===== config.mk =====
export PLATFORM = sky130hd
export DESIGN_NAME = usbhf_core
export DESIGN_NICKNAME = d
export VERILOG_FILES = /design/src/shared/usbhf_pkg.sv /design/src/hdl/usbhf_persist.sv /design/src/hdl/usbhf_core.sv
export SDC_FILE = /design/constraint.sdc
export NUM_CORES = 1
export LEC_CHECK = 0
export ABC_AREA = 1
export ABC_CLOCK_PERIOD_IN_PS = 5800
export BUFFER_PORTS_ARGS = -buffer_cell sky130_fd_sc_hd__buf_4
export CAP_MARGIN = 20
export CORE_UTILIZATION = 65
export DETAILED_ROUTE_END_ITERATION = 16
export PLACE_DENSITY = 0.85
export SETUP_SLACK_MARGIN = 0.4
export SYNTH_ARGS = -nofsm -noshare
export SYNTH_HDL_FRONTEND = slang
export SYNTH_HIERARCHICAL = 1
export SYNTH_SLANG_ARGS = --single-unit

===== constraint.sdc =====
create_clock -name core_clk -period 5.8 [get_ports core_clk]
set_input_delay 0.58 -clock core_clk [delete_from_list [all_inputs] [get_ports core_clk]]
set_output_delay 0.58 -clock core_clk [all_outputs]
set_load 0.005 [all_outputs]

===== src/shared/usbhf_pkg.sv =====
// package of constants and carrier types for the usb host event flag block
package usbhf_pkg;

  // ****************************************
  // register map, byte addresses of word registers
  // ****************************************
  localparam logic [7:0] ADDR_FLAGS = 8'h00;  // event flags, write one to clear
  localparam logic [7:0] ADDR_ENABLE = 8'h04;  // interrupt enable mask
  localparam logic [7:0] ADDR_CTRL = 8'h08;  // host mode, speed, bus reset
  localparam logic [7:0] ADDR_SOF_THR = 8'h0C;  // frame start threshold
  localparam logic [7:0] ADDR_ERR_EN = 8'h10;  // error source enables
  localparam logic [7:0] ADDR_TOK_STAT = 8'h14;  // token status snapshot

  // ****************************************
  // field layout of the flag and enable words
  // ****************************************
  localparam int BIT_STALL = 7;
  localparam int BIT_ATTACH = 6;
  localparam int BIT_RESUME = 5;
  localparam int BIT_IDLE = 4;
  localparam int BIT_TOKEN = 3;
  localparam int BIT_SOF = 2;
  localparam int BIT_ERROR = 1;
  localparam int BIT_DETACH = 0;
  localparam int FLAG_W = 8;  // implemented flags, bits 15-8 read zero
  localparam int WORD_W = 16;

  // control word fields
  localparam int CTRL_HOST = 0;
  localparam int CTRL_LOW_SPEED = 1;
  localparam int CTRL_BUS_RESET = 2;
  localparam int CTRL_W = 3;

  // other widths
  localparam int ERR_W = 8;
  localparam int FRAME_W = 14;
  localparam int TOK_W = 8;

  // ****************************************
  // reset values
  // ****************************************
  localparam logic [FLAG_W-1:0] FLAGS_RST = 8'h00;
  localparam logic [FLAG_W-1:0] ENABLE_RST = 8'h00;
  localparam logic [CTRL_W-1:0] CTRL_RST = 3'h0;
  localparam logic [FRAME_W-1:0] SOF_THR_RST = 14'h0000;
  localparam logic [ERR_W-1:0] ERR_EN_RST = 8'h00;
  localparam logic [TOK_W-1:0] TOK_RST = 8'h00;

  // ****************************************
  // timing
  // ****************************************
  localparam longint CLK_PERIOD_PS = 5000;  // 200 mhz core clock
  localparam longint LINE_TIME_NS = 2500;  // attach, resume, detach persistence
  localparam longint IDLE_TIME_NS = 3000000;  // idle persistence, 3 ms
  // least times round up to whole cycles
  localparam int LINE_CYCLES = int'((LINE_TIME_NS * 1000 + CLK_PERIOD_PS - 1) / CLK_PERIOD_PS);
  localparam int IDLE_CYCLES = int'((IDLE_TIME_NS * 1000 + CLK_PERIOD_PS - 1) / CLK_PERIOD_PS);
  localparam int TIMER_W = 20;  // wide enough for the idle count

  // ****************************************
  // carriers
  // ****************************************
  // register port request
  typedef struct packed {
    logic [7:0] addr;
    logic [WORD_W-1:0] wdata;
    logic wr;
    logic rd;
  } usbhf_req_t;

  // same-clock events from the transfer engine
  typedef struct packed {
    logic stall_hs;  // stall handshake seen in handshake phase
    logic token_done;  // current token processing finished
    logic [TOK_W-1:0] token_info;  // endpoint details for that token
    logic [ERR_W-1:0] err_src;  // error source pulses
    logic [FRAME_W-1:0] frame_timer;  // running frame timer
  } usbhf_evt_t;

endpackage


===== src/hdl/usbhf_persist.sv =====
// persistence timer: one pulse once a condition has held for a set count
`timescale 1ns/1ps
`default_nettype none
module usbhf_persist
  import usbhf_pkg::*;
#(
  parameter int CYCLES = LINE_CYCLES
) (
  // clock and reset
  input wire logic core_clk,
  input wire logic reset_n,
  // condition in, pulse out
  input wire logic cond,
  output logic hit
);

  // ****************************************
  // counter
  // ****************************************
  localparam logic [TIMER_W-1:0] LAST = TIMER_W'(CYCLES - 1);

  logic [TIMER_W-1:0] cnt_r;  // cycles the condition has held
  logic [TIMER_W-1:0] cnt_nxt;
  logic done_r;  // count reached, holds until condition drops
  logic done_nxt;
  logic reach;

  // reach when the last cycle of the run is seen
  assign reach = cond && !done_r && (cnt_r == LAST);
  // restart on any break of the condition
  assign cnt_nxt = !cond ? '0 : (done_r || reach) ? cnt_r : cnt_r + 1'b1;
  assign done_nxt = cond && (done_r || reach);
  // single pulse per unbroken run
  assign hit = reach;

  // counter and done flop
  always_ff @(posedge core_clk or negedge reset_n) begin
    if (!reset_n) begin
      cnt_r <= '0;
      done_r <= 1'b0;
    end else begin
      cnt_r <= cnt_nxt;
      done_r <= done_nxt;
    end
  end

endmodule
`default_nettype wire


===== src/hdl/usbhf_core.sv =====
// host event flag register with bus line detectors and interrupt output
//
// Notes on behaviour
// RULE1: upper status byte reads zero, ignores writes
// RULE2: flags set only by hardware, reset zero
// RULE3: stall handshake sets bit 7
// RULE4: non-SE0, quiet 2.5 us sets attach bit 6
// RULE5: K-state held 2.5 us sets resume bit 5
// RULE6: idle held 3 ms sets bit 4
// RULE7: token finish sets bit 3, status captured
// RULE8: software then clears or fetches token status
// RULE9: host frame timer at threshold sets bit 2
// RULE10: only enabled error sources set bit 1
// RULE11: detach sets bit 0, rearms after reset cleared
// RULE12: word write of ones clears those flags
// RULE13: software clears with full-word one masks only; the code clears each flag whose bit is one in any written mask
// RULE14: interrupt only for set and enabled flags
// RULE15: hardware set beats same-cycle software clear
`timescale 1ns/1ps
`default_nettype none
module usbhf_core
  import usbhf_pkg::*;
#(
  parameter int IDLE_CNT = IDLE_CYCLES  // shorten for simulation
) (
  // clock and reset
  input wire logic core_clk,
  input wire logic reset_n,
  // register port
  input wire usbhf_req_t req,
  output logic [WORD_W-1:0] rd_data,
  // bus data line pins, asynchronous
  input wire logic dp_pin,
  input wire logic dm_pin,
  // transfer engine events, same clock
  input wire usbhf_evt_t evt,
  // control levels to the rest of the controller
  output logic host_mode,
  output logic low_speed,
  output logic bus_reset,
  // interrupt request, level
  output logic irq
);

  // ****************************************
  // pin synchronisers
  // ****************************************
  logic [1:0] pin_raw;  // dp in bit 1, dm in bit 0
  logic [1:0] pin_s1_r;  // first stage, read only by second
  logic [1:0] pin_s2_r;  // stable samples

  assign pin_raw = {dp_pin, dm_pin};

  // two flip-flops per line
  generate
    for (genvar i = 0; i < 2; i++) begin : g_sync
      always_ff @(posedge core_clk or negedge reset_n) begin
        if (!reset_n) begin
          pin_s1_r[i] <= 1'b0;
          pin_s2_r[i] <= 1'b0;
        end else begin
          pin_s1_r[i] <= pin_raw[i];
          pin_s2_r[i] <= pin_s1_r[i];
        end
      end
    end
  endgenerate

  // ****************************************
  // register decode
  // ****************************************
  logic wr_flags;
  logic wr_enable;
  logic wr_ctrl;
  logic wr_thr;
  logic wr_err_en;
  logic rd_flags;

  assign wr_flags = req.wr && (req.addr == ADDR_FLAGS);
  assign wr_enable = req.wr && (req.addr == ADDR_ENABLE);
  assign wr_ctrl = req.wr && (req.addr == ADDR_CTRL);
  assign wr_thr = req.wr && (req.addr == ADDR_SOF_THR);
  assign wr_err_en = req.wr && (req.addr == ADDR_ERR_EN);
  assign rd_flags = req.rd && (req.addr == ADDR_FLAGS);

  // ****************************************
  // software registers
  // ****************************************
  logic [FLAG_W-1:0] enable_r;  // interrupt enable mask
  logic [CTRL_W-1:0] ctrl_r;  // control levels
  logic [FRAME_W-1:0] sof_thr_r;  // frame start threshold
  logic [ERR_W-1:0] err_en_r;  // error source enables
  logic [TOK_W-1:0] tok_stat_r;  // token status snapshot

  // plain read/write registers, only low bits stored
  always_ff @(posedge core_clk or negedge reset_n) begin
    if (!reset_n) begin
      enable_r <= ENABLE_RST;
      ctrl_r <= CTRL_RST;
      sof_thr_r <= SOF_THR_RST;
      err_en_r <= ERR_EN_RST;
    end else begin
      if (wr_enable) begin
        enable_r <= req.wdata[FLAG_W-1:0];
      end
      if (wr_ctrl) begin
        ctrl_r <= req.wdata[CTRL_W-1:0];
      end
      if (wr_thr) begin
        sof_thr_r <= req.wdata[FRAME_W-1:0];
      end
      if (wr_err_en) begin
        err_en_r <= req.wdata[ERR_W-1:0];
      end
    end
  end

  assign host_mode = ctrl_r[CTRL_HOST];
  assign low_speed = ctrl_r[CTRL_LOW_SPEED];
  assign bus_reset = ctrl_r[CTRL_BUS_RESET];

  // ****************************************
  // line state decode
  // ****************************************
  logic line_dp;
  logic line_dm;
  logic se0;  // both lines low
  logic j_state;  // idle polarity for the current speed
  logic k_state;  // resume polarity for the current speed
  logic [1:0] line_prev_r;  // last sample, for activity detection
  logic activity;  // any change of line state

  assign line_dp = pin_s2_r[1];
  assign line_dm = pin_s2_r[0];
  assign se0 = !line_dp && !line_dm;
  // full speed: j is differential one, k differential zero
  // low speed: polarity swaps
  assign j_state = low_speed ? (line_dm && !line_dp) : (line_dp && !line_dm);
  assign k_state = low_speed ? (line_dp && !line_dm) : (line_dm && !line_dp);  // see RULE5
  assign activity = (pin_s2_r != line_prev_r);

  // previous sample of the synchronised lines
  always_ff @(posedge core_clk or negedge reset_n) begin
    if (!reset_n) begin
      line_prev_r <= 2'h0;
    end else begin
      line_prev_r <= pin_s2_r;
    end
  end

  // ****************************************
  // persistence detectors
  // ****************************************
  logic attach_cond;
  logic resume_cond;
  logic idle_cond;
  logic detach_cond;
  logic attach_hit;
  logic resume_hit;
  logic idle_hit;
  logic detach_hit;

  // quiet, non-SE0 line means a peripheral pulled a line up
  assign attach_cond = host_mode && !se0 && !activity;  // see RULE4
  assign resume_cond = host_mode && k_state && !activity;  // see RULE5
  assign idle_cond = j_state && !activity;  // see RULE6
  // SE0 held by the host side pull-downs means the peripheral is gone
  assign detach_cond = host_mode && se0 && !bus_reset;  // see RULE11

  // attach timer
  usbhf_persist #(
    .CYCLES(LINE_CYCLES)
  ) u_attach (
    .core_clk(core_clk),
    .reset_n(reset_n),
    .cond(attach_cond),
    .hit(attach_hit)
  );

  // resume timer
  usbhf_persist #(
    .CYCLES(LINE_CYCLES)
  ) u_resume (
    .core_clk(core_clk),
    .reset_n(reset_n),
    .cond(resume_cond),
    .hit(resume_hit)
  );

  // idle timer, long count is a parameter
  usbhf_persist #(
    .CYCLES(IDLE_CNT)
  ) u_idle (
    .core_clk(core_clk),
    .reset_n(reset_n),
    .cond(idle_cond),
    .hit(idle_hit)
  );

  // detach timer
  usbhf_persist #(
    .CYCLES(LINE_CYCLES)
  ) u_detach (
    .core_clk(core_clk),
    .reset_n(reset_n),
    .cond(detach_cond),
    .hit(detach_hit)
  );

  // ****************************************
  // detach rearm sequencer
  // ****************************************
  typedef enum logic [2:0] {
    DET_ARMED = 3'b001,  // may report a detach
    DET_FIRED = 3'b010,  // reported, wait for bus reset
    DET_RESET = 3'b100   // bus reset on, wait for its release
  } usbhf_det_t;

  usbhf_det_t det_r;
  usbhf_det_t det_nxt;
  logic detach_set;

  // only an armed sequencer passes a detach to the flag
  assign detach_set = detach_hit && (det_r == DET_ARMED);  // see RULE11

  // next state of the rearm sequencer
  always_comb begin
    det_nxt = det_r;
    case (det_r)
      DET_ARMED: begin
        if (detach_set) begin
          det_nxt = DET_FIRED;
        end
      end
      DET_FIRED: begin
        if (bus_reset) begin
          det_nxt = DET_RESET;
        end
      end
      DET_RESET: begin
        // rearm only once reset state is cleared
        if (!bus_reset) begin
          det_nxt = DET_ARMED;  // see RULE11
        end
      end
      default: begin
        det_nxt = DET_ARMED;
      end
    endcase
  end

  // sequencer state
  always_ff @(posedge core_clk or negedge reset_n) begin
    if (!reset_n) begin
      det_r <= DET_ARMED;
    end else begin
      det_r <= det_nxt;
    end
  end

  // ****************************************
  // frame start threshold
  // ****************************************
  logic sof_match;
  logic sof_match_r;  // last match, so a stalled timer sets once
  logic sof_set;

  assign sof_match = (evt.frame_timer == sof_thr_r);
  assign sof_set = host_mode && sof_match && !sof_match_r;  // see RULE9

  // match history
  always_ff @(posedge core_clk or negedge reset_n) begin
    if (!reset_n) begin
      sof_match_r <= 1'b0;
    end else begin
      sof_match_r <= sof_match;
    end
  end

  // ****************************************
  // token status capture
  // ****************************************
  // endpoint details stand ready when the flag rises
  always_ff @(posedge core_clk or negedge reset_n) begin
    if (!reset_n) begin
      tok_stat_r <= TOK_RST;
    end else if (evt.token_done) begin
      tok_stat_r <= evt.token_info;  // see RULE7
    end
  end

  // ****************************************
  // event flags
  // ****************************************
  logic [FLAG_W-1:0] flags_r;
  logic [FLAG_W-1:0] flags_nxt;
  logic [FLAG_W-1:0] hw_set;  // this cycle's hardware events
  logic [FLAG_W-1:0] sw_clr;  // this cycle's write-one-to-clear mask
  logic err_set;

  // masked error summary
  assign err_set = |(evt.err_src & err_en_r);  // see RULE10

  // gather the events into flag positions
  always_comb begin
    hw_set = '0;
    hw_set[BIT_STALL] = evt.stall_hs;  // see RULE3
    hw_set[BIT_ATTACH] = attach_hit;  // see RULE4
    hw_set[BIT_RESUME] = resume_hit;  // see RULE5
    hw_set[BIT_IDLE] = idle_hit;  // see RULE6
    hw_set[BIT_TOKEN] = evt.token_done;  // see RULE7
    hw_set[BIT_SOF] = sof_set;  // see RULE9
    hw_set[BIT_ERROR] = err_set;  // see RULE10
    hw_set[BIT_DETACH] = detach_set;  // see RULE11
  end

  // only the low byte is cleared, writes above it are dropped
  assign sw_clr = wr_flags ? req.wdata[FLAG_W-1:0] : '0;  // see RULE1, see RULE12
  // a set in the clearing cycle survives
  assign flags_nxt = (flags_r & ~sw_clr) | hw_set;  // see RULE15, see RULE2

  // flag storage, all clear at reset
  always_ff @(posedge core_clk or negedge reset_n) begin
    if (!reset_n) begin
      flags_r <= FLAGS_RST;  // see RULE2
    end else begin
      flags_r <= flags_nxt;
    end
  end

  // ****************************************
  // interrupt
  // ****************************************
  // level while any enabled flag is set
  assign irq = |(flags_r & enable_r);  // see RULE14

  // ****************************************
  // read path
  // ****************************************
  logic [WORD_W-1:0] rd_mux;
  logic [WORD_W-1:0] rd_data_r;

  // select the addressed word, upper bits zero
  always_comb begin
    rd_mux = '0;
    case (req.addr)
      ADDR_FLAGS: begin
        rd_mux = {{(WORD_W - FLAG_W){1'b0}}, flags_r};  // see RULE1
      end
      ADDR_ENABLE: begin
        rd_mux = {{(WORD_W - FLAG_W){1'b0}}, enable_r};
      end
      ADDR_CTRL: begin
        rd_mux = {{(WORD_W - CTRL_W){1'b0}}, ctrl_r};
      end
      ADDR_SOF_THR: begin
        rd_mux = {{(WORD_W - FRAME_W){1'b0}}, sof_thr_r};
      end
      ADDR_ERR_EN: begin
        rd_mux = {{(WORD_W - ERR_W){1'b0}}, err_en_r};
      end
      ADDR_TOK_STAT: begin
        rd_mux = {{(WORD_W - TOK_W){1'b0}}, tok_stat_r};
      end
      default: begin
        rd_mux = '0;  // unmapped reads zero
      end
    endcase
  end

  // read data stands only in the cycle after the strobe
  always_ff @(posedge core_clk or negedge reset_n) begin
    if (!reset_n) begin
      rd_data_r <= '0;
    end else if (req.rd) begin
      rd_data_r <= rd_mux;
    end else begin
      rd_data_r <= '0;
    end
  end

  assign rd_data = rd_data_r;

  // flag reads have no side effect; software clears by writing ones
  logic unused_rd_flags;
  assign unused_rd_flags = rd_flags;

endmodule
`default_nettype wire


=== Word-level counts from Yosys, hierarchy flattened ===
Cells that the tools add are included.

* Register bits: 157
* Output and inout bits: 20
* Word-level logic and storage cells: 117

* $add $sub $neg: 4
* Eq/ne operators: 21
* Multiplexer cells: 17
* Bitwise operators: 5
* Reduce and logical (&&, ||, !) cells: 48

{| class="wikitable"
|+ Operators with widths
! cell !! count
|-
| $mux W20 || 8
|-
| $pmux W14 S6 || 1
|-
| $add A20 B1 Y20 const B || 4
|-
| $eq A20 B9 Y1 const B || 3
|-
| $logic_and A1 B1 Y1 || 30
|-
| $and A8 B8 Y8 || 3
|-
| $eq A20 B20 Y1 const B || 1
|-
| $eq A8 B4 Y1 const B || 2
|-
| $eq A8 B5 Y1 const B || 2
|-
| $reduce_or A8 Y1 || 2
|-
| $eq A14 B14 Y1 || 1
|-
| $mux W14 || 1
|-
| $ne A2 B2 Y1 const B || 7
|-
| $logic_not A1 Y1 || 10
|-
| $mux W3 || 3
|-
| $pmux W3 S3 || 1
|-
| $eq A8 B3 Y1 const B || 1
|-
| $logic_not A8 Y1 || 1
|-
| $mux W8 || 1
|-
| $not A8 Y8 || 1
|-
| $or A8 B8 Y8 || 1
|-
| $logic_or A1 B1 Y1 || 4
|-
| $eq A3 B1 Y1 const B || 1
|-
| $eq A3 B2 Y1 const B || 1
|-
| 4 further kinds || 5
|}

=== Logic depth before layout (Yosys ltp) ===
* Depth in word-level cells: 10
* Mapped depth: 17
* Mapped depth without buffers: 15

=== Modules after synthesis ===
The synthesis kept the hierarchy.

{| class="wikitable"
|+ Modules (own cells, without submodules)
! module !! times used !! cells each !! area an instance (um2) !! seq. area each (um2)
|-
| usbhf_persist (u_attach ...) || 3 || 218 || 1448.9 || 525.5
|-
| usbhf_core || 1 || 447 || 3497.1 || 1828.0
|-
| usbhf_persist (u_idle) || 1 || 219 || 1403.8 || 525.5
|}

=== Worst setup path before layout ===
No wires, ideal clock.

* Path type: reg2reg
* Start point: register pin_s2_r[0], in the netlist line_dm
* End point: register u_idle.cnt_r[1]
* Arrival: 1.772 ns
* Required time: 5.683 ns
* Setup slack: 3.911 ns
* Stages on the path, launching flop included: 15
* Buffers on the path: 2
* Path through: dfrtp_1 -> xnor2_1 -> nand2_1 -> a211oi_1 -> buf_4 -> inv_4 -> nor2_2 -> nand2_1 -> nor2_1 -> nand3_1 -> nand2_2 -> nand2_4 -> buf_2 -> nand3_1 -> nand2_1

* Cells in the longest elaborated chain, start to end: 8
* Elaborated cells on any way between the ends: 12

{| class="wikitable"
|+ RTL lines
! what !! RTL line !! source
|-
| start, declared || usbhf_core.sv:50 || <nowiki>logic [1:0] pin_s2_r;</nowiki>
|-
| start signal, assigned by index || usbhf_core.sv:63 || <nowiki>pin_s2_r[i] <= pin_s1_r[i];</nowiki>
|-
| $logic_not A1 Y1 || usbhf_core.sv:138 || <nowiki>assign j_state = low_speed ? (line_dm && !line_dp) : (line_dp && !line_dm);</nowiki>
|-
| $logic_and A1 B1 Y1 || usbhf_core.sv:138 ||
|-
| $mux W1 || usbhf_core.sv:138 ||
|-
| $logic_and A1 B1 Y1 (*) || usbhf_core.sv:166 || <nowiki>assign idle_cond = j_state && !activity;</nowiki>
|-
| via idle_cond || usbhf_core.sv:156 || <nowiki>logic idle_cond;</nowiki>
|-
| $logic_and A1 B1 Y1 (2 in a row) || usbhf_persist.sv:29 || <nowiki>assign reach = cond && !done_r && (cnt_r == LAST);</nowiki>
|-
| $logic_or A1 B1 Y1 || usbhf_persist.sv:31 || <nowiki>assign cnt_nxt = !cond ? '0 : (done_r || reach) ? cnt_r : cnt_r + 1'b1;</nowiki>
|-
| $ne A2 B2 Y1 (no source line) || - ||
|-
| end signal, assigned || usbhf_persist.sv:42 || <nowiki>cnt_r <= cnt_nxt;</nowiki>
|-
| end, declared || usbhf_persist.sv:22 || <nowiki>logic [TIMER_W-1:0] cnt_r;</nowiki>
|}

The timed path passes the listed nets; every way through them passes the cells marked *.
A chain may end at the register's enable or synchronous reset.

=== Worst setup path in the final report ===
Ends and elaborated chain as after synthesis.

==> flow_summary.json <==
{
  "max_freq_ghz": 0.3798,
  "syn_avg_cell_area_um2": 7.006,
  "numCtsBuffers": 17,
  "dieArea_um2": 14710,
  "synth_cell_types": 39,
  "root_buffer": "clkbuf_16",
  "area.sequential_um2": 3930,
  "antenna_found_initial": 0,
  "die_x_um": 121.3,
  "start_kind": "flop",
  "die_h_um": 121.3,
  "synth_edf_count": 0,
  "cts.reportedPaths.clkPinSlew_ns": 0.07,
  "ys.flop_type": "dfrtp_1",
  "via_per_inst": 5.516,
  "ios": 82,
  "min_path_type": "in -> async",
  "cp-end-kind": "flop",
  "start_util": 0.6662,
  "setup_total_negative_slack_ns": 0,
  "wirelength_um": 22220,
  "numPortBuffers": 77,
  "ys_seq_elements": 157,
  "tightestPinTransition_ns": 0.9589,
  "cts_setup_buffers": 0,
  "fin_nets": 1458,
  "wl_per_cell_um": 14.02,
  "insertion_delay_ns": 0.43,
  "grt_pass1_wl_um": 37120,
  "path_class": "reg -> reg",
  "power.total_mw": 2.430,
  "setup_slack_ns": 3.167,
  "cts_tree": "built",
  "firstDrtPassIters": 6,
  "grt_usage": 0.3195,
  "cts_hold_buffers": 0,
  "outcome": "complete, no violations",
  "dpl.hpwl_um": 15580,
  "powerDensity_nw_per_um2": 232.5,
  "min_period_ns": 2.633,
  "area_growth_pct": 13.04,
  "num_rows": 43,
  "first_global_vias": 7895,
  "gp_congestion": 0.8981,
  "ant_nets": 0,
  "drive_gt1_frac": 0.1231,
  "syn_inst": 1320,
  "maxCapViolCount": 0,
  "cp.required_ns": 6.16,
  "drc": 0,
  "rsz0062_at_grt": "no",
  "ctsResizeCount": 0,
  "hold_viol": 0,
  "dp_slack_ns": 3.211,
  "grt_max_degree": 102,
  "finalSetupViolations": 0,
  "final_core_util": 0.7531,
  "critPathMaxStageDelay_ns": 0.45,
  "fin_crit_sh": 0.4539,
  "crit_arrival_ns": 3.00,
  "yosys_warnings": 6,
  "ys_async_sr_fraction": 1.000,
  "grt-ovfl-total": 0,
  "p_leak_nw": 5.196,
  "ctsHtreeMaxLevel": 4,
  "cp_cell_sequence": "xnor2_1 -> nand2_1 -> a211oi_1 -> buf_4 -> inv_4 -> nor2_2 -> nand2_1 -> nor2_1 -> nand3_1 -> nand2_2 -> nand2_4 -> inv_4 -> nand2_1 -> nand2_1",
  "peakVddDrop_uv": 199.4,
  "cts.sinks": 157,
  "multiInputGateArea_um2": 4516,
  "cp_slowest_cell": "dfrtp_1",
  "ys_seq_area_frac": 0.4250,
  "num-fill-cells": 1084,
  "fin_worst_skew_ns": 0.008475,
  "worst_path_most_repeated_cell": "nand2_1",
  "diodes": 0,
  "report.final.slew_viol_count": 0,
  "critical_path_peak_fanout": 17,
  "core_area_um2": 13880,
  "drt-initial-drc-count": 762,
  "clockBufferDepth": 2,
  "num_vias": 8743,
  "synthesis.area_um2": 9248,
  "relSlewSlack": 0.3549
}
-- path summary, 6_finish.rpt --
kind	from	endpoint	slack (ns)	depth (start not counted)
max reg2reg	line_dm	u_idle/cnt_r[1]	3.17	14
max	line_dm	u_idle/cnt_r[1]	3.17	14
min reg2reg	pin_s1_r[1]	line_dp	0.36	0
min	reset_n	tok_stat_r[7]	0.26	1
max in group asynchronous	reset_n	u_attach/cnt_r[4]	4.27	2
min in group core_clk	dm_pin	pin_s1_r[0]	0.28	1
-- state kept, by name (all words and copies together), names as in the netlist, 14 cells and up --
name	cells
u_attach/cnt_r	20
u_detach/cnt_r	20
u_idle/cnt_r	20
u_resume/cnt_r	20
sof_thr_r	14
rd_data	14
-- power breakdown --
part	switching [mW]	internal [mW]	total (mW)	leakage (nW)
registers	0.0228	1.12	1.14	2.04
clock network	0.480	0.653	1.13	0.281
logic	0.0942	0.0594	0.154	2.87
-- placed cells by master (no fill, tap or decap), drive strengths merged --
cell type,synthesis,layout
nor3,8,8
buf,25,82
dfrtp,156,156
ha,4,4
nand2,473,473
inv,144,150
a221oi,4,4
clkbuf,5,18
o2111ai,1,1
clkinvlp,0,4
o21ai,73,73
clkinv,5,7
nand3,128,128
nand3b,4,4
conb,1,2
nor4,3,3
nor2,209,209
a21oi,8,8
nand4,26,26
xor2,24,24
bufinv,0,2
a211oi,1,1
dfstp,1,1
xnor2,8,8
and2,5,5
nor3b,4,4
-- per-layer routing --
metal / vias to the layer above / GRT usage / share of wire
li1: 4286 / - / -
met1: 4056 / 0.4286 / 0.44
met2: 350 / 0.5196 / 0.47
met3: 51 / 0.05874 / 0.066
met4: 0 / 0.1119 / 0.021
met5: - / 0 / 0
-- kinds of logic (layout without fill, tap and decap cells) --
kind of cell / after synthesis / count (layout) / share of synthesized area
XOR/XNOR: 32 / 32 / 0.03031
AND/OR/NAND/NOR: 860 / 860 / 0.3999
flip-flops: 157 / 157 / 0.4250
AO/OA/AOI/OAI: 87 / 87 / 0.05182
buffers and inverters: 179 / 263 / 0.08713
adder cells (fa/ha/maj): 4 / 4 / 0.005412
other: 1 / 2 / 0.0004055
-- cells in the mapped netlist (4+ instances only) --
cell	count	area share
buf_2	7	0.0038
buf_4	6	0.0049
buf_6	11	0.013
nand2_1	457	0.19
nand4_1	26	0.018
inv_1	129	0.052
xor2_1	24	0.023
clkbuf_1	5	0.0020
and2_1	5	0.0034
ha_1	4	0.0054
nand2_2	9	0.0061
a221oi_1	4	0.0038
a21oi_1	8	0.0043
nor3b_1	4	0.0032
inv_2	13	0.0053
o21ai_2	6	0.0057
nor3_1	5	0.0027
dfrtp_1	156	0.42
xnor2_1	8	0.0076
nand3_1	125	0.068
o21ai_0	60	0.032
nor2_2	8	0.0054
nand2_4	7	0.0085
nor2_1	198	0.080
o21ai_1	7	0.0038
nand3b_1	4	0.0032
-- through the flow --
step                hold WS (ns)  cells  area (µm²)
floorplan                 0.2844   1321        9251
global placement          0.3347   1553        9858
detailed placement        0.3420   1553        9858
CTS                       0.2648   1585       10450
global route              0.2615   1585       10450
finish                    0.2594   1585       10450
-- area by class of cell --
| type | instances | area share |
|---|---|---|
| multi-input cells | 985 | 0.4320 |
| flip-flops and latches | 157 | 0.3759 |
| repair buffers | 82 | 0.05925 |
| inverters | 149 | 0.05434 |
| clock buffers | 18 | 0.04201 |
| well taps | 180 | 0.02154 |
| clock inverters | 14 | 0.01496 |
-- critical path: cells and delay by family, from the launching register on --
family                 cells  cell delay (ns)
buffers and inverters      3             0.53
AND/OR/NAND/NOR            9             1.22
XOR/XNOR                   1             0.19
flip-flops                 1             0.45
AO/OA/AOI/OAI              1             0.18
No activity file was read; power rests on OpenSTA's default activity.
